### src/pcv_map.svh
// Constants of the program counter and vectoring block.
// Assumes nothing of its surroundings; included by the package and modules.
`ifndef PCV_MAP_SVH
`define PCV_MAP_SVH
`define PCV_PC_WIDTH 13
`define PCV_WORD_WIDTH 14
`define PCV_STACK_DEPTH 8
`define PCV_MEM_WORDS 1024
`define PCV_RESET_VECTOR 13'h0000
`define PCV_INT_VECTOR 13'h0004
`define PCV_LOW_RESET 8'h00
`define PCV_LATCH_RESET 5'h00
`define PCV_LATCH_WIDTH 5
`endif

### src/pcv_pkg.sv
// Types shared by the program counter block.
// Assumes pcv_map.svh is on the include path.
`include "pcv_map.svh"
package pcv_pkg;
  typedef logic [`PCV_PC_WIDTH-1:0] pcv_addr_t;
  typedef enum logic [2:0] {
    PCV_OP_NEXT, PCV_OP_GOTO, PCV_OP_CALL, PCV_OP_RETURN, PCV_OP_HOLD
  } pcv_op_e;
  // One request from the core sequencer
  typedef struct packed {
    pcv_op_e op;
    logic [10:0] target;
  } pcv_ctrl_s;
  // Software access to the low byte and the upper latch
  typedef struct packed {
    logic low_we;
    logic latch_we;
    logic [7:0] wdata;
  } pcv_sw_s;
endpackage : pcv_pkg

### src/pcv_stack.sv
// Return-address stack, nine entries (eight in the array plus the registered top), circular: overflow drops the oldest.
// Assumes push and pop never arrive together; pop data is registered.
`timescale 1ns/1ns
`default_nettype none
`include "pcv_map.svh"
module pcv_stack
  import pcv_pkg::*;
#(
  parameter int DEPTH = `PCV_STACK_DEPTH
)
(
  // Clock and reset
  input wire logic ref_clk,
  input wire logic rst_n,
  // Stack access
  input wire logic push,
  input wire logic pop,
  input wire pcv_addr_t push_addr,
  output pcv_addr_t top_addr
);
  localparam int PW = $clog2(DEPTH);
  initial
  begin
    if (DEPTH < 2 || (1 << PW) != DEPTH)
      $error("pcv_stack: DEPTH must be a power of two");
  end
  pcv_addr_t mem [DEPTH];
  logic [PW-1:0] ptr_reg, ptr_next;
  pcv_addr_t top_reg, top_next;
  // Overflow wraps and overwrites the oldest entry, no error is flagged
  always_comb
  begin
    ptr_next = ptr_reg;
    top_next = top_reg;
    if (push)
    begin
      ptr_next = ptr_reg + 1'b1;
      top_next = push_addr;
    end
    else if (pop)
    begin
      ptr_next = ptr_reg - 1'b1;
      top_next = mem[ptr_reg - 1'b1];
    end
  end
  always_ff @(posedge ref_clk)
  begin
    if (push)
      mem[ptr_reg] <= top_reg;
    if (!rst_n)
    begin
      ptr_reg <= '0;
      top_reg <= '0;
    end
    else
    begin
      ptr_reg <= ptr_next;
      top_reg <= top_next;
    end
  end
  assign top_addr = top_reg;
endmodule : pcv_stack
`default_nettype wire

### src/pcv_core.sv
// Program counter, fetch address, vectors and return stack.
// Assumes a sequencer issuing one request per instruction cycle.
`timescale 1ns/1ns
`default_nettype none
`include "pcv_map.svh"
// Behaviour
// - Program counter is 13 bits, covering 8K words of 14 bits.
// - Small variant backs only words 0000h to 03FFh.
// - Large variant backs words 0000h to 07FFh.
// - Fetch addresses above implemented size wrap by dropping upper bits.
// - Any reset loads the counter with 0000h.
// - Taking an interrupt loads the counter with 0004h.
// - Nine-entry hardware return stack (eight array words plus the registered top) for calls and interrupts.
// - Normal instructions take one cycle; branches take two.
// - Upper five bits come from a write latch on a low-byte write; jumps take only its top two bits.
// - Low byte is software readable, writable, resets to zero.
module pcv_core
  import pcv_pkg::*;
#(
  parameter int MEM_WORDS = `PCV_MEM_WORDS,
  parameter int STACK_DEPTH = `PCV_STACK_DEPTH
)
(
  // Clock and reset
  input wire logic ref_clk,
  input wire logic rst_n,
  // Sequencer requests
  input wire pcv_ctrl_s ctrl,
  input wire logic int_take,
  // Software access
  input wire pcv_sw_s sw,
  // Fetch and status
  output pcv_addr_t fetch_addr,
  output logic [7:0] pc_low_byte,
  output logic [`PCV_LATCH_WIDTH-1:0] pc_upper_write_latch,
  output logic fetch_stall
);
  localparam int AW = $clog2(MEM_WORDS);
  localparam int LW = `PCV_LATCH_WIDTH;

  // Only the two built array sizes have a defined wrap point
  if (MEM_WORDS != 1024 && MEM_WORDS != 2048)
  begin : g_bad_size
    $error("pcv_core: MEM_WORDS must be 1024 or 2048");
  end
  // A jump keeps two latch bits above its 11-bit target
  if (LW < 2)
  begin : g_bad_latch
    $error("pcv_core: latch must be at least two bits wide");
  end
  // The stack pointer wraps, so its depth must be a power of two
  if (STACK_DEPTH < 2 || (1 << $clog2(STACK_DEPTH)) != STACK_DEPTH)
  begin : g_bad_depth
    $error("pcv_core: STACK_DEPTH must be a power of two");
  end

  // Drops the unbuilt upper bits; the counter itself keeps all 13
  function automatic pcv_addr_t wrap(input pcv_addr_t a);
    wrap = pcv_addr_t'(a[AW-1:0]);
  endfunction : wrap

  function automatic pcv_addr_t branch_target(
    input logic [LW-1:0] latch,
    input logic [10:0] target
  );
    branch_target = {latch[LW-1:LW-2], target};
  endfunction : branch_target

  // Every load other than the plain step costs one discarded fetch
  function automatic logic is_branch(input pcv_op_e op);
    case (op)
      PCV_OP_GOTO, PCV_OP_CALL, PCV_OP_RETURN: is_branch = 1'b1;
      default: is_branch = 1'b0;
    endcase
  endfunction : is_branch

  pcv_addr_t pc_reg, pc_next;
  pcv_addr_t fetch_reg, fetch_next;
  logic [LW-1:0] latch_reg, latch_next;
  logic flush_reg, flush_next;
  logic redirect;
  logic push, pop;
  pcv_addr_t push_addr, top_addr;
  pcv_addr_t pc_inc;

  assign pc_inc = pc_reg + 1'b1;

  // Upper latch: software writes wait here for the next load
  always_comb
  begin
    latch_next = latch_reg;
    if (sw.latch_we)
      latch_next = sw.wdata[LW-1:0];
  end

  always_ff @(posedge ref_clk)
  begin
    if (!rst_n)
    begin
      latch_reg <= `PCV_LATCH_RESET;
    end
    else
    begin
      latch_reg <= latch_next;
    end
  end

  // Counter: interrupt first, then low-byte write, then the sequencer.
  // While the stall flag stands every request is ignored, with no sign.
  always_comb
  begin
    pc_next = pc_reg;
    push = 1'b0;
    pop = 1'b0;
    push_addr = pc_inc;
    redirect = 1'b0;
    if (flush_reg)
    begin
      // Second cycle of a branch: fetched word is discarded
      pc_next = pc_reg;
    end
    else if (int_take)
    begin
      // Current address is saved; that instruction has not run yet
      push = 1'b1;
      push_addr = pc_reg;
      pc_next = `PCV_INT_VECTOR;
      redirect = 1'b1;
    end
    else if (sw.low_we)
    begin
      // Computed jump: the whole latch goes above the written byte
      pc_next = {latch_reg, sw.wdata};
      redirect = 1'b1;
    end
    else
    begin
      redirect = is_branch(ctrl.op);
      case (ctrl.op)
        PCV_OP_NEXT: pc_next = pc_inc;
        PCV_OP_GOTO: pc_next = branch_target(latch_reg, ctrl.target);
        PCV_OP_CALL:
        begin
          push = 1'b1;
          pc_next = branch_target(latch_reg, ctrl.target);
        end
        PCV_OP_RETURN:
        begin
          pop = 1'b1;
          pc_next = top_addr;
        end
        PCV_OP_HOLD: pc_next = pc_reg;
        default: pc_next = pc_inc;
      endcase
    end
  end

  always_ff @(posedge ref_clk)
  begin
    if (!rst_n)
    begin
      pc_reg <= `PCV_RESET_VECTOR;
    end
    else
    begin
      pc_reg <= pc_next;
    end
  end

  // Stall flag: stands for the one cycle after any load other than the plain step
  always_comb
  begin
    flush_next = redirect;
  end

  always_ff @(posedge ref_clk)
  begin
    if (!rst_n)
    begin
      flush_reg <= 1'b0;
    end
    else
    begin
      flush_reg <= flush_next;
    end
  end

  // Fetch address is registered from the next count, so it moves with it
  always_comb
  begin
    fetch_next = wrap(pc_next);
  end

  always_ff @(posedge ref_clk)
  begin
    if (!rst_n)
    begin
      fetch_reg <= wrap(`PCV_RESET_VECTOR);
    end
    else
    begin
      fetch_reg <= fetch_next;
    end
  end

  // Overflow and underflow wrap silently, as the stack keeps no count
  pcv_stack #(
    .DEPTH(STACK_DEPTH)
  ) u_stack (
    .ref_clk(ref_clk),
    .rst_n(rst_n),
    .push(push),
    .pop(pop),
    .push_addr(push_addr),
    .top_addr(top_addr)
  );

  // Memory sees only the implemented bits; PC keeps all 13
  assign fetch_addr = fetch_reg;
  assign pc_low_byte = pc_reg[7:0];
  assign pc_upper_write_latch = latch_reg;
  assign fetch_stall = flush_reg;
endmodule : pcv_core
`default_nettype wire

### config.mk
export PLATFORM = sky130hd
export DESIGN_NAME = pcv_core
export DESIGN_NICKNAME = d
export VERILOG_FILES = /design/src/pcv_pkg.sv /design/src/pcv_stack.sv /design/src/pcv_core.sv
export VERILOG_INCLUDE_DIRS = /design/src /design/src/src
export SDC_FILE = /design/constraint.sdc
export NUM_CORES = 1
export LEC_CHECK = 0
export BUFFER_PORTS_ARGS = -buffer_cell sky130_fd_sc_hd__clkbuf_2
export CORE_MARGIN = 2
export CORE_UTILIZATION = 60
export DETAILED_ROUTE_END_ITERATION = 12
export GPL_TIMING_DRIVEN = 0
export PLACE_DENSITY_LB_ADDON = 0.2
export RECOVER_POWER = 100
export SYNTH_ARGS = -nofsm -noshare
export SYNTH_HDL_FRONTEND = slang
export SYNTH_SLANG_ARGS = --single-unit
### constraint.sdc
create_clock -name ref_clk -period 6.81 [get_ports ref_clk]
set_input_delay 2.043 -clock ref_clk [delete_from_list [all_inputs] [get_ports ref_clk]]
set_output_delay 2.043 -clock ref_clk [all_outputs]
set_load 0.01 [all_outputs]
==> metrics.md, run 1 <==
| Metric | Value |
|---|---|
| Clk buf depth | 2 |
| Final nets | about 480 |
| Post-synth top flop | edfxtp_1 |
| Synth Area in XOR/XNOR | 0.01740 |
| Critical setup path kind | in2reg |
| Row count | 33 |
| Via count | roughly 3500 |
| GR Util All Layers | 0.2651 |
| Cts repair resizes | 0 |
| CTS tree | built |
| EDFF count, synth | 80 |
| Pins over their slew limit | 0 |
| Vias in the first global route | 3183 |
| Top-area cell type share of the netlist area | 0.4773 |
| Largest net degree at the start of global routing | 20 |
| Yosys warnings | 0 |
| DRC Markers | 0 |
| Share of cells above drive strength 1 | 0.2009 |
| Number of diodes | 0 |
| H-tree levels | 3 |
| WHS | between 500 and 600 ps |
| Layout area overhead | 11.33% |
| Non-filler cells, final | about 560 |
| Min-delay worst type | reg2reg |
| Routed wire length | ~11000 microns |
| Hold Vio Cnt, Final | 0 |
| Synthesized instance count | between 300 and 400 |
| Clk sinks | between 100 and 150 |
| Number of synthesized register bits | between 100 and 150 |
| IO Count | 54 |
| Unique cell type count in the Yosys netlist | 53 |
| Post-synthesis mux area share | 0.1444 |
| WP data arrival | between 5000 and 6000 ps |
| Cells after DPL | about 540 |
| Tightest Pin Transition | roughly 1300 ps |
| Worst VDD drop | ~130 uV |
| Setup crit end kind | flop |
| Req. time, crit path | between 6000 and 7000 ps |
| Post-CTS Setup Bufs | 0 |
| Core box area | just over 0.008 sq mm |
| Post-synthesis sequential area ratio | 0.5926 |
| TritonRoute pass-1 iters | 5 |
| Routed Antenna Nets | 0 |
| Synth top area cells | edfxtp_1 (48%), dfxtp_1 (12%), mux4_2 (8.9%), mux2_2 (2.9%), mux2i_1 (2.6%) |
| Slew margin rel. | 0.09741 |
| Worst skew pair latency | between 300 and 400 ps |
| Post-synthesis adder-cell area fraction | 0.007457 |
| Clock skew | 15.99 ps |
| Static Leak | just under 2 nW |
| Crit share post-route | 0.7463 |
| Simple-Gate Fraction of Synth Area | 0.09346 |
| GRT overflow | 0 |
| Pwr dens | between 200 and 300 mW/mm^2 |
| Synth Area in Compound Gates | 0.1029 |
| Asr flop ratio synth | 0 |
| Largest register FFs | 80 |
| Cts bufs inserted | 9 |
| Initial antenna violation count | 0 |
| Global-route wire length before repair | 17530 microns |
| Fin crit period | ~5100 ps |
| Status | finished, final reports clean |
| Crit Path Max Fanout | 10 |
| Largest family of logic cells by synthesized area | multiplexers |
| Clock transition at path regs | between 100 and 150 ps |
| Most frequent cells in the layout | edfxtp_1 (80), clkbuf_1 (46), nor2_1 (33), dfxtp_1 (29), clkbuf_2 (27) |
| Placer Congestion | roughly 0.95 |
| Via/cell ratio | 6.246 |
| TNS Setup | 0 ps |
| Initial core utilization | 0.6157 |
| Port Buf Inserts | 47 |
| Synth area leader | edfxtp_1 |
| Max Clock Freq | a little under 200 MHz |
| Startpoint Class | input port |
| DIE AREA | between 0.009 and 0.01 sq mm |
| Mapped cell area | 0.005034 sq mm |
| CTS hold repair buffers | 0 |
| Mean Syn Cell Area | ~13 sq um |
| Die width | between 90 and 100 microns |
| Post-DP HPWL | around 8300 microns |
| Die Height | ~96 microns |
| Commonest non-fill, non-tap cell in the layout | edfxtp_1 |
| WL per Instance | between 20 and 25 microns |
| Setup violators final | 0 |
| 1st-iter DRT viols | 271 |
| Max Cap Viol | 0 |
| RSZ-0062 raised after global routing | no |
| CTS Root Cell | clkbuf_8 |
-- cell usage after synthesis, types with 4 or more instances --
library cell / instances
a221oi_1: 4
mux2_2: 13
xnor2_1: 5
mux2i_1: 13
a211oi_1: 4
nor4_1: 7
nand2_1: 17
edfxtp_1: 80
a21oi_1: 13
inv_1: 6
buf_2: 5
mux4_2: 20
o221ai_1: 6
buf_4: 13
nor2b_1: 6
nor2_1: 32
xor2_1: 5
clkbuf_1: 13
o21ai_0: 20
dfxtp_1: 29
nand3_1: 4
a22oi_1: 6
nor3_1: 9
-- power breakdown --
group          internal, W  switching (W)
sequential        0.000749      0.0000294
combinational     0.000101       0.000126
clock             0.000176       0.000224
-- cell families after synthesis --
kind of cell / count (synthesis)
AND/OR/NAND/NOR: 95
flip-flops: 109
adder cells (fa/ha/maj): 3
AO/OA/AOI/OAI: 77
buffers and inverters: 40
XOR/XNOR: 10
multiplexers: 46
other: 1
-- area by class of cell --
type / instances / area, sq um
Clock buffer: 9 / 123.9
Tap cell: 105 / 131.4
Buffer: 34 / 177.7
Sequential cell: 109 / 2983
Timing Repair Buffer: 54 / 236.5
Clock inverter: 7 / 80.08
Inverter: 6 / 22.52
Multi-Input combinational cell: 234 / 1849
Fill cell: 613 / 2571
-- through the flow --
stage / area [sq um] / worst slack [ps] / utilization / power [W]
6_report: 5604 / 1727 / 0.6855 / 0.001404
5_1_grt: 5604 / 1565 / 0.6855 / 0.001456
4_1_cts: 5704 / 2444 / 0.6977 / 0.001410
3_5_place_dp: 5500 / 2069 / 0.6728 / 0.001023
3_3_place_gp: 5408 / 1140 / 0.6615 / 0.001013
2_1_floorplan: 5041 / 2393 / - / 0.0009436
-- critical path, cell delays in order --
cell      delay [ps]
clkbuf_1         210
or3b_1           370
clkbuf_1         170
nor2_1           430
nor2_1           120
clkbuf_1         270
nor4_1          1020
clkbuf_1         450
-- final timing paths --
path	from	endpoint	depth (start not counted)	slack (ps)
setup / recovery	ctrl[12]	u_stack.mem[1][2]	8	1730
hold / removal	pc_upper_write_latch[2]	pc_upper_write_latch[2]	2	530
setup reg to reg	u_stack.ptr_reg[0]	u_stack.top_addr[0]	9	2820
hold reg to reg	pc_upper_write_latch[2]	pc_upper_write_latch[2]	2	530
-- per-layer routing --
layer,up-vias,GRT usage,share of wire
li1,1609,-,-
met1,1707,0.3769,0.43
met2,156,0.4324,0.49
met3,13,0.04111,0.071
met4,0,0.06548,0.011
met5,-,0,0
Power figures use the tool's default switching activity.
==> run 2: changes to the inputs <==
--- a/config.mk
+++ b/config.mk
@@ -6,9 +6,10 @@
 export SDC_FILE = /design/constraint.sdc
 export NUM_CORES = 1
 export LEC_CHECK = 0
+export ABC_AREA = 1
 export BUFFER_PORTS_ARGS = -buffer_cell sky130_fd_sc_hd__clkbuf_2
 export CORE_MARGIN = 2
-export CORE_UTILIZATION = 60
+export CORE_UTILIZATION = 59
 export DETAILED_ROUTE_END_ITERATION = 12
 export GPL_TIMING_DRIVEN = 0
 export PLACE_DENSITY_LB_ADDON = 0.2
==> constraint.sdc (replaced) <==
create_clock -name ref_clk -period 4.7 [get_ports ref_clk]
set_input_delay 1.41 -clock ref_clk [delete_from_list [all_inputs] [get_ports ref_clk]]
set_output_delay 1.41 -clock ref_clk [all_outputs]
set_load 0.01 [all_outputs]
==> run 2 against run 1 <==
Die area rose by 5.1%. Final cell count rose by 36%. Setup slack got worse by 600 ps. First-iteration DRC count rose by 14%. Synthesized area rose by 3.5%. Non-clock buffer count fell by 6. Register-to-register slack got worse by 730 ps.
==> metrics.md, run 2 <==
| Metric | Value |
|---|---|
| Post-synth top flop | edfxtp_1 |
| Cts bufs inserted | 9 |
| Initial core utilization | 0.6034 |
| Synth Area in Compound Gates | 0.09748 |
| Static Leak | around 2.3 nW |
| FF+latch area | a little under 0.003 sq mm |
| Internal | 0.001466 W |
| Post-synthesis mux area share | 0 |
| 1st-iter DRT viols | 310 |
| DRC Markers | 0 |
| Tightest Pin Transition | about 1100 ps |
| Crit share post-route | 0.7604 |
| H-tree levels | 3 |
| CP Cell Sequence | clkbuf_1 > inv_1 > nor2_1 > inv_1 > nand2_4 > nand2_1 > nor2_1 |
| Area occupied by multi-input gates | 0.001871 sq mm |
| Post-synthesis adder-cell area fraction | 0.007203 |
| Fin area | around 0.0057 sq mm |
| Global-route wire length before repair | between 20000 and 25000 microns |
| Worst skew pair latency | about 380 ps |
| Largest family of logic cells by synthesized area | simple AND/OR/NAND/NOR gates |
| Final nets | around 680 |
| Mean Syn Cell Area | a little under 9 sq um |
| Pins over their slew limit | 0 |
| Row count | 34 |
| Vias in the first global route | between 4000 and 5000 |
| Routed Antenna Nets | 0 |
| Min-delay worst type | reg2reg |
| Commonest non-fill, non-tap cell in the layout | nor2_1 |
| CTS Root Cell | clkbuf_8 |
| Unique cell type count in the Yosys netlist | 33 |
| Routed wire length | roughly 12000 microns |
| Placer Congestion | about 0.9 |
| Synth area leader | edfxtp_1 |
| Crit Path Max Fanout | 10 |
| CP max-delay cell | nor2_1 |
| TNS Setup | 0 ps |
| WL per Instance | 16.10 microns |
| Hold Vio Cnt, Final | 0 |
| Status | finished, final reports clean |
| Share of cells above drive strength 1 | 0.1367 |
| Clock transition at path regs | approximately 100 ps |
| Switching portion of total power | 0.2896 |
| IO Count | 54 |
| Port Buf Inserts | 48 |
| Initial antenna violation count | 0 |
| Layout area overhead | 10.30% |
| Die width | roughly 98 microns |
| Clock power frac | 0.278 |
| GR Util All Layers | 0.2666 |
| Filler cells | about 720 |
| Post-synthesis sequential area ratio | 0.5724 |
| Yosys warnings | 0 |
| Die Height | slightly below 100 microns |
| Top-area cell type share of the netlist area | 0.4610 |
| WP data arrival | 3570 ps |
| Worst VDD drop | roughly 210 uV |
| Clock skew | about 16 ps |
| Synthesized instance count | 585 |
| EDFF count, synth | 80 |
| Critical setup path kind | in2reg |
| Startpoint Class | input port |
| DIE AREA | between 0.009 and 0.01 sq mm |
| Setup crit end kind | flop |
| Core box area | 0.008636 sq mm |
| Max Clock Freq | approximately 280 MHz |
| Pwr dens | 359.0 mW/mm^2 |
| Largest net degree at the start of global routing | 19 |
| Setup violators final | 0 |
| CTS hold repair buffers | 0 |
| Logic gate share of total power | 0.172 |
| Mapped cell area | roughly 0.0052 sq mm |
| Post-CTS Setup Bufs | 0 |
| Clk buf depth | 2 |
| WHS | just over 500 ps |
| Max stage delay on crit path | 810 ps |
| Synth Area in XOR/XNOR | 0.004802 |
| TritonRoute pass-1 iters | 5 |
| RSZ-0062 raised after global routing | no |
| Reg power frac | 0.550 |
| Cts repair resizes | 0 |
| Slew margin rel. | 0.2904 |
| Most frequent cells in the layout | nor2_1 (136), nand2_1 (110), edfxtp_1 (80), o21ai_0 (62), nand3_1 (44) |
| Via count | around 4200 |
| Synth cell count leaders | nor2_1 (135), nand2_1 (108), edfxtp_1 (80), o21ai_0 (56), nand3_1 (44) |
| CTS tree | built |
| Simple-Gate Fraction of Synth Area | 0.2507 |
| Number of diodes | 0 |
| GRT overflow | 0 |
| Req. time, crit path | about 4700 ps |
| Placed instance area | about 0.0056 sq mm |
| Largest register FFs | 80 |
| Clk sinks | around 110 |
| Asr flop ratio synth | 0 |
| Count leader, synth | nor2_1 |
| Via/cell ratio | roughly 5.6 |
| Non-filler cells, final | 759 |
| Post-DP HPWL | about 9000 microns |
| Number of synthesized register bits | 109 |
| Net Switching | around 0.00060 W |
| Max Cap Viol | 0 |
| Fin crit period | ~3600 ps |
| Synth top area cells | edfxtp_1 (46%), dfxtp_1 (11%), nor2_1 (9.7%), nand2_1 (7.8%), o21ai_0 (5.4%) |
| Cells after DPL | between 700 and 800 |
run 2: final timing paths:
kind / startpoint / slack, ps / to / cells past startpoint
max: int_take / 1130 / u_stack.mem[2][7] / 7
min: pc_upper_write_latch[2] / 510 / pc_upper_write_latch[2] / 2
max reg2reg: fetch_stall / 2090 / u_stack.mem[2][7] / 5
min reg2reg: pc_upper_write_latch[2] / 510 / pc_upper_write_latch[2] / 2
run 2: power by group through the flow:
stage               registers, W  clock network, W  logic, W
floorplan                0.00114                 0  0.000246
global placement         0.00115                 0  0.000349
detailed placement       0.00116                 0  0.000357
CTS                      0.00114          0.000571  0.000360
global route             0.00114          0.000609  0.000394
finish                   0.00114          0.000573  0.000355
run 2: through the flow:
step | utilization | worst slack (ps) | total power [W]
detailed placement | 0.6478 | 1302 | 0.001515
global route | 0.6656 | 853.5 | 0.002146
floorplan | - | 1852 | 0.001389
global placement | 0.6478 | 1327 | 0.001502
CTS | 0.6714 | 1693 | 0.002066
finish | 0.6656 | 1126 | 0.002063
run 2: final cells by class:
class | instances | area share
inverters | 35 | 0.02286
flip-flops and latches | 109 | 0.5189
plain buffers | 34 | 0.03613
multi-input cells | 409 | 0.3254
well taps | 108 | 0.02351
clock buffers | 12 | 0.03091
clock inverters | 4 | 0.004571
repair buffers | 48 | 0.03766
run 2: cell families (layout without fill, tap and decap cells):
kind of cell,count (synthesis),count (layout)
XOR/XNOR,2,2
buffers and inverters,69,133
AO/OA/AOI/OAI,94,94
AND/OR/NAND/NOR,307,307
adder cells (fa/ha/maj),3,3
other,1,3
flip-flops,109,109
run 2: critical path, delay by kind of cell:
kind	cells	cell delay (ps)
buf+inv	3	580
simple gates	4	1580
run 2: layer usage:
layer,vias to the layer above,global-route usage,share of wire
met4,0,0.1293,0.022
li1,2061,-,-
met3,27,0.04080,0.077
met2,211,0.4399,0.49
met1,1928,0.3469,0.41
met5,-,0,0
==> run 3: changes to the inputs <==
--- a/config.mk
+++ b/config.mk
@@ -9,7 +9,7 @@
 export ABC_AREA = 1
 export BUFFER_PORTS_ARGS = -buffer_cell sky130_fd_sc_hd__clkbuf_2
 export CORE_MARGIN = 2
-export CORE_UTILIZATION = 59
+export CORE_UTILIZATION = 53
 export DETAILED_ROUTE_END_ITERATION = 12
 export GPL_TIMING_DRIVEN = 0
 export PLACE_DENSITY_LB_ADDON = 0.2
==> constraint.sdc (replaced) <==
create_clock -name ref_clk -period 2.9 [get_ports ref_clk]
set_input_delay 0.87 -clock ref_clk [delete_from_list [all_inputs] [get_ports ref_clk]]
set_output_delay 0.87 -clock ref_clk [all_outputs]
set_load 0.01 [all_outputs]
==> run 3 against run 2 <==
Final area down 0.15%. Register-to-register slack worse by 1800 ps. Sequential power up 61%. Utilization down 7.0 points. Final cell count up 3.3%. Clock skew down 5.5 ps. Clock-buffer cell count down 2. Via count down 0.35%. Largest power group unchanged. Highest routed layer unchanged.
==> metrics.md, run 3 (synthesis gave the netlist of run 2 again) <==
| Metric | Value |
|---|---|
| Worst R2R Start | u_stack.ptr_reg[0] |
| CP Cell Sequence | clkbuf_2 > inv_2 > nor2_4 > inv_1 > nand2_1 > nand2_1 > nor2_1 |
| Non-filler cells, final | roughly 780 |
| CTS hold repair buffers | 0 |
| Placer Congestion | around 0.87 |
| Static Leak | between 2 and 2.5 nW |
| Fin area | around 0.0057 sq mm |
| Pins over their slew limit | 0 |
| Most frequent cells in the layout | nor2_1 (135), nand2_1 (111), edfxtp_1 (80), o21ai_0 (56), nand3_1 (44) |
| Placed instance area | about 0.0056 sq mm |
| Global-route wire length before repair | 20290 microns |
| Crit path max-delay family | simple AND/OR/NAND/NOR gates |
| Via/cell ratio | roughly 5.4 |
| Post-CTS Setup Bufs | 0 |
| Min-delay worst type | reg2reg |
| 1st-iter DRT viols | approximately 320 |
| Crit share post-route | 0.9368 |
| FF-to-FF End | u_stack.top_addr[9] |
| Number of cells on the critical path | 7 |
| CTS Root Cell | clkbuf_8 |
| Commonest non-fill, non-tap cell in the layout | nor2_1 |
| Vias in the first global route | a little over 4000 |
| IO Count | 54 |
| Final nets | just under 700 |
| Via count | roughly 4200 |
| Hold Vio Cnt, Final | 0 |
| WL per Instance | 16.00 microns |
| Cells after DPL | 768 |
| Startpoint Class | input port |
| Cts repair resizes | 0 |
| Final core utilization | 0.5954 |
| Clock skew | roughly 10 ps |
| Top cell by count, worst path | nand2_1 |
| Fin crit period | about 2700 ps |
| WP data arrival | about 2700 ps |
| Row count | 36 |
| Tightest Pin Transition | between 1000 and 1500 ps |
| Cts bufs inserted | 9 |
| Max stage delay on crit path | between 800 and 900 ps |
| RSZ-0062 raised after global routing | no |
| Worst VDD drop | around 220 uV |
| Clock transition at path regs | 90 ps |
| GRT overflow | 0 |
| Crit Path Max Fanout | 10 |
| Status | finished, final reports clean |
| Critical setup path kind | in2reg |
| Largest net degree at the start of global routing | 18 |
| Setup crit end kind | flop |
| Core box area | approximately 0.0096 sq mm |
| GR Util All Layers | 0.2554 |
| TritonRoute pass-1 iters | 5 |
| Clk sinks | approximately 110 |
| DRC Markers | 0 |
| Routed Antenna Nets | 0 |
| Number of diodes | 0 |
| CP max-delay cell | nor2_1 |
| Setup violators final | 0 |
| Pwr dens | 565.3 mW/mm^2 |
| Reg2reg path depth | 13 |
| Die width | 103.2 microns |
| Critical Path Start | int_take |
| Post-DP HPWL | ~9000 microns |
| Layout area overhead | 10.13% |
| H-tree levels | 3 |
| Share of cells above drive strength 1 | 0.1352 |
| Die Height | about 100 microns |
| CTS tree | built |
| Initial antenna violation count | 0 |
| Clk buf depth | 2 |
| Worst skew pair latency | 380 ps |
| Port Buf Inserts | 48 |
| Slew margin rel. | 0.2672 |
| CP bufs+invs | 3 |
| Largest register FFs | 80 |
| Worst setup path endpoint | u_stack.mem[1][5] |
| Initial core utilization | 0.5406 |
| Req. time, crit path | between 2000 and 3000 ps |
| DIE AREA | between 0.01 and 0.015 sq mm |
| Max Cap Viol | 0 |
| Max Clock Freq | around 370 MHz |
| Worst R2R Setup Slack | between 200 and 300 ps |
| Routed wire length | 12550 microns |
| Hold Path Depth | 2 |
[run 3: worst min-delay path, stage by stage, from the launching register on]
cell     delay, ps
dfxtp_1        350
nand2_1         80
a21oi_1         60
[run 3: stage by stage]
stage | setup WS [ps] | total power, W | TNS [ps] | hold slack (ps)
floorplan | 592.1 | 0.002251 | 0 | 514.2
global placement | 71.13 | 0.002437 | 0 | 487.0
detailed placement | -57.22 | 0.002461 | -566.4 | 505.4
CTS | 326.4 | 0.003260 | 0 | 519.5
global route | 72.47 | 0.003403 | 0 | 566.6
finish | 183.3 | 0.003245 | 0 | 521.2
[run 3: how the worst min path moves through the flow]
stage	start	end
detailed placement	pc_reg[9]	pc_reg[9]
global route	pc_reg[9]	pc_reg[9]
floorplan	u_stack.ptr_reg[1]	u_stack.ptr_reg[1]
global placement	pc_upper_write_latch[2]	pc_upper_write_latch[2]
finish	pc_reg[9]	pc_reg[9]
CTS	pc_reg[9]	pc_reg[9]
[run 3: report_power, final]
part	switching (W)	internal, W	total, W
clock	0.000513	0.000312	0.000825
sequential	0.0000785	0.00176	0.00184
combinational	0.000383	0.000194	0.000577
total	0.000974	0.00227	0.00324
[run 3: layer usage]
metal,vias up,share of wire,GRT usage,wire (microns)
met5,-,0,0,0
met4,0,0.018,0.1113,227
met3,23,0.061,0.04610,764
met2,174,0.49,0.4296,6196
met1,1953,0.43,0.3243,5357
li1,2062,-,-,-
[run 3: cell type report]
class	count	area (sq um)
Fill cell	876	3900
Sequential cell	109	2983
Multi-Input combinational cell	409	1859
Timing Repair Buffer	48	217.7
Buffer	34	215.2
Tap cell	133	166.4
Inverter	35	131.4
Clock buffer	10	127.6
Clock inverter	6	38.79
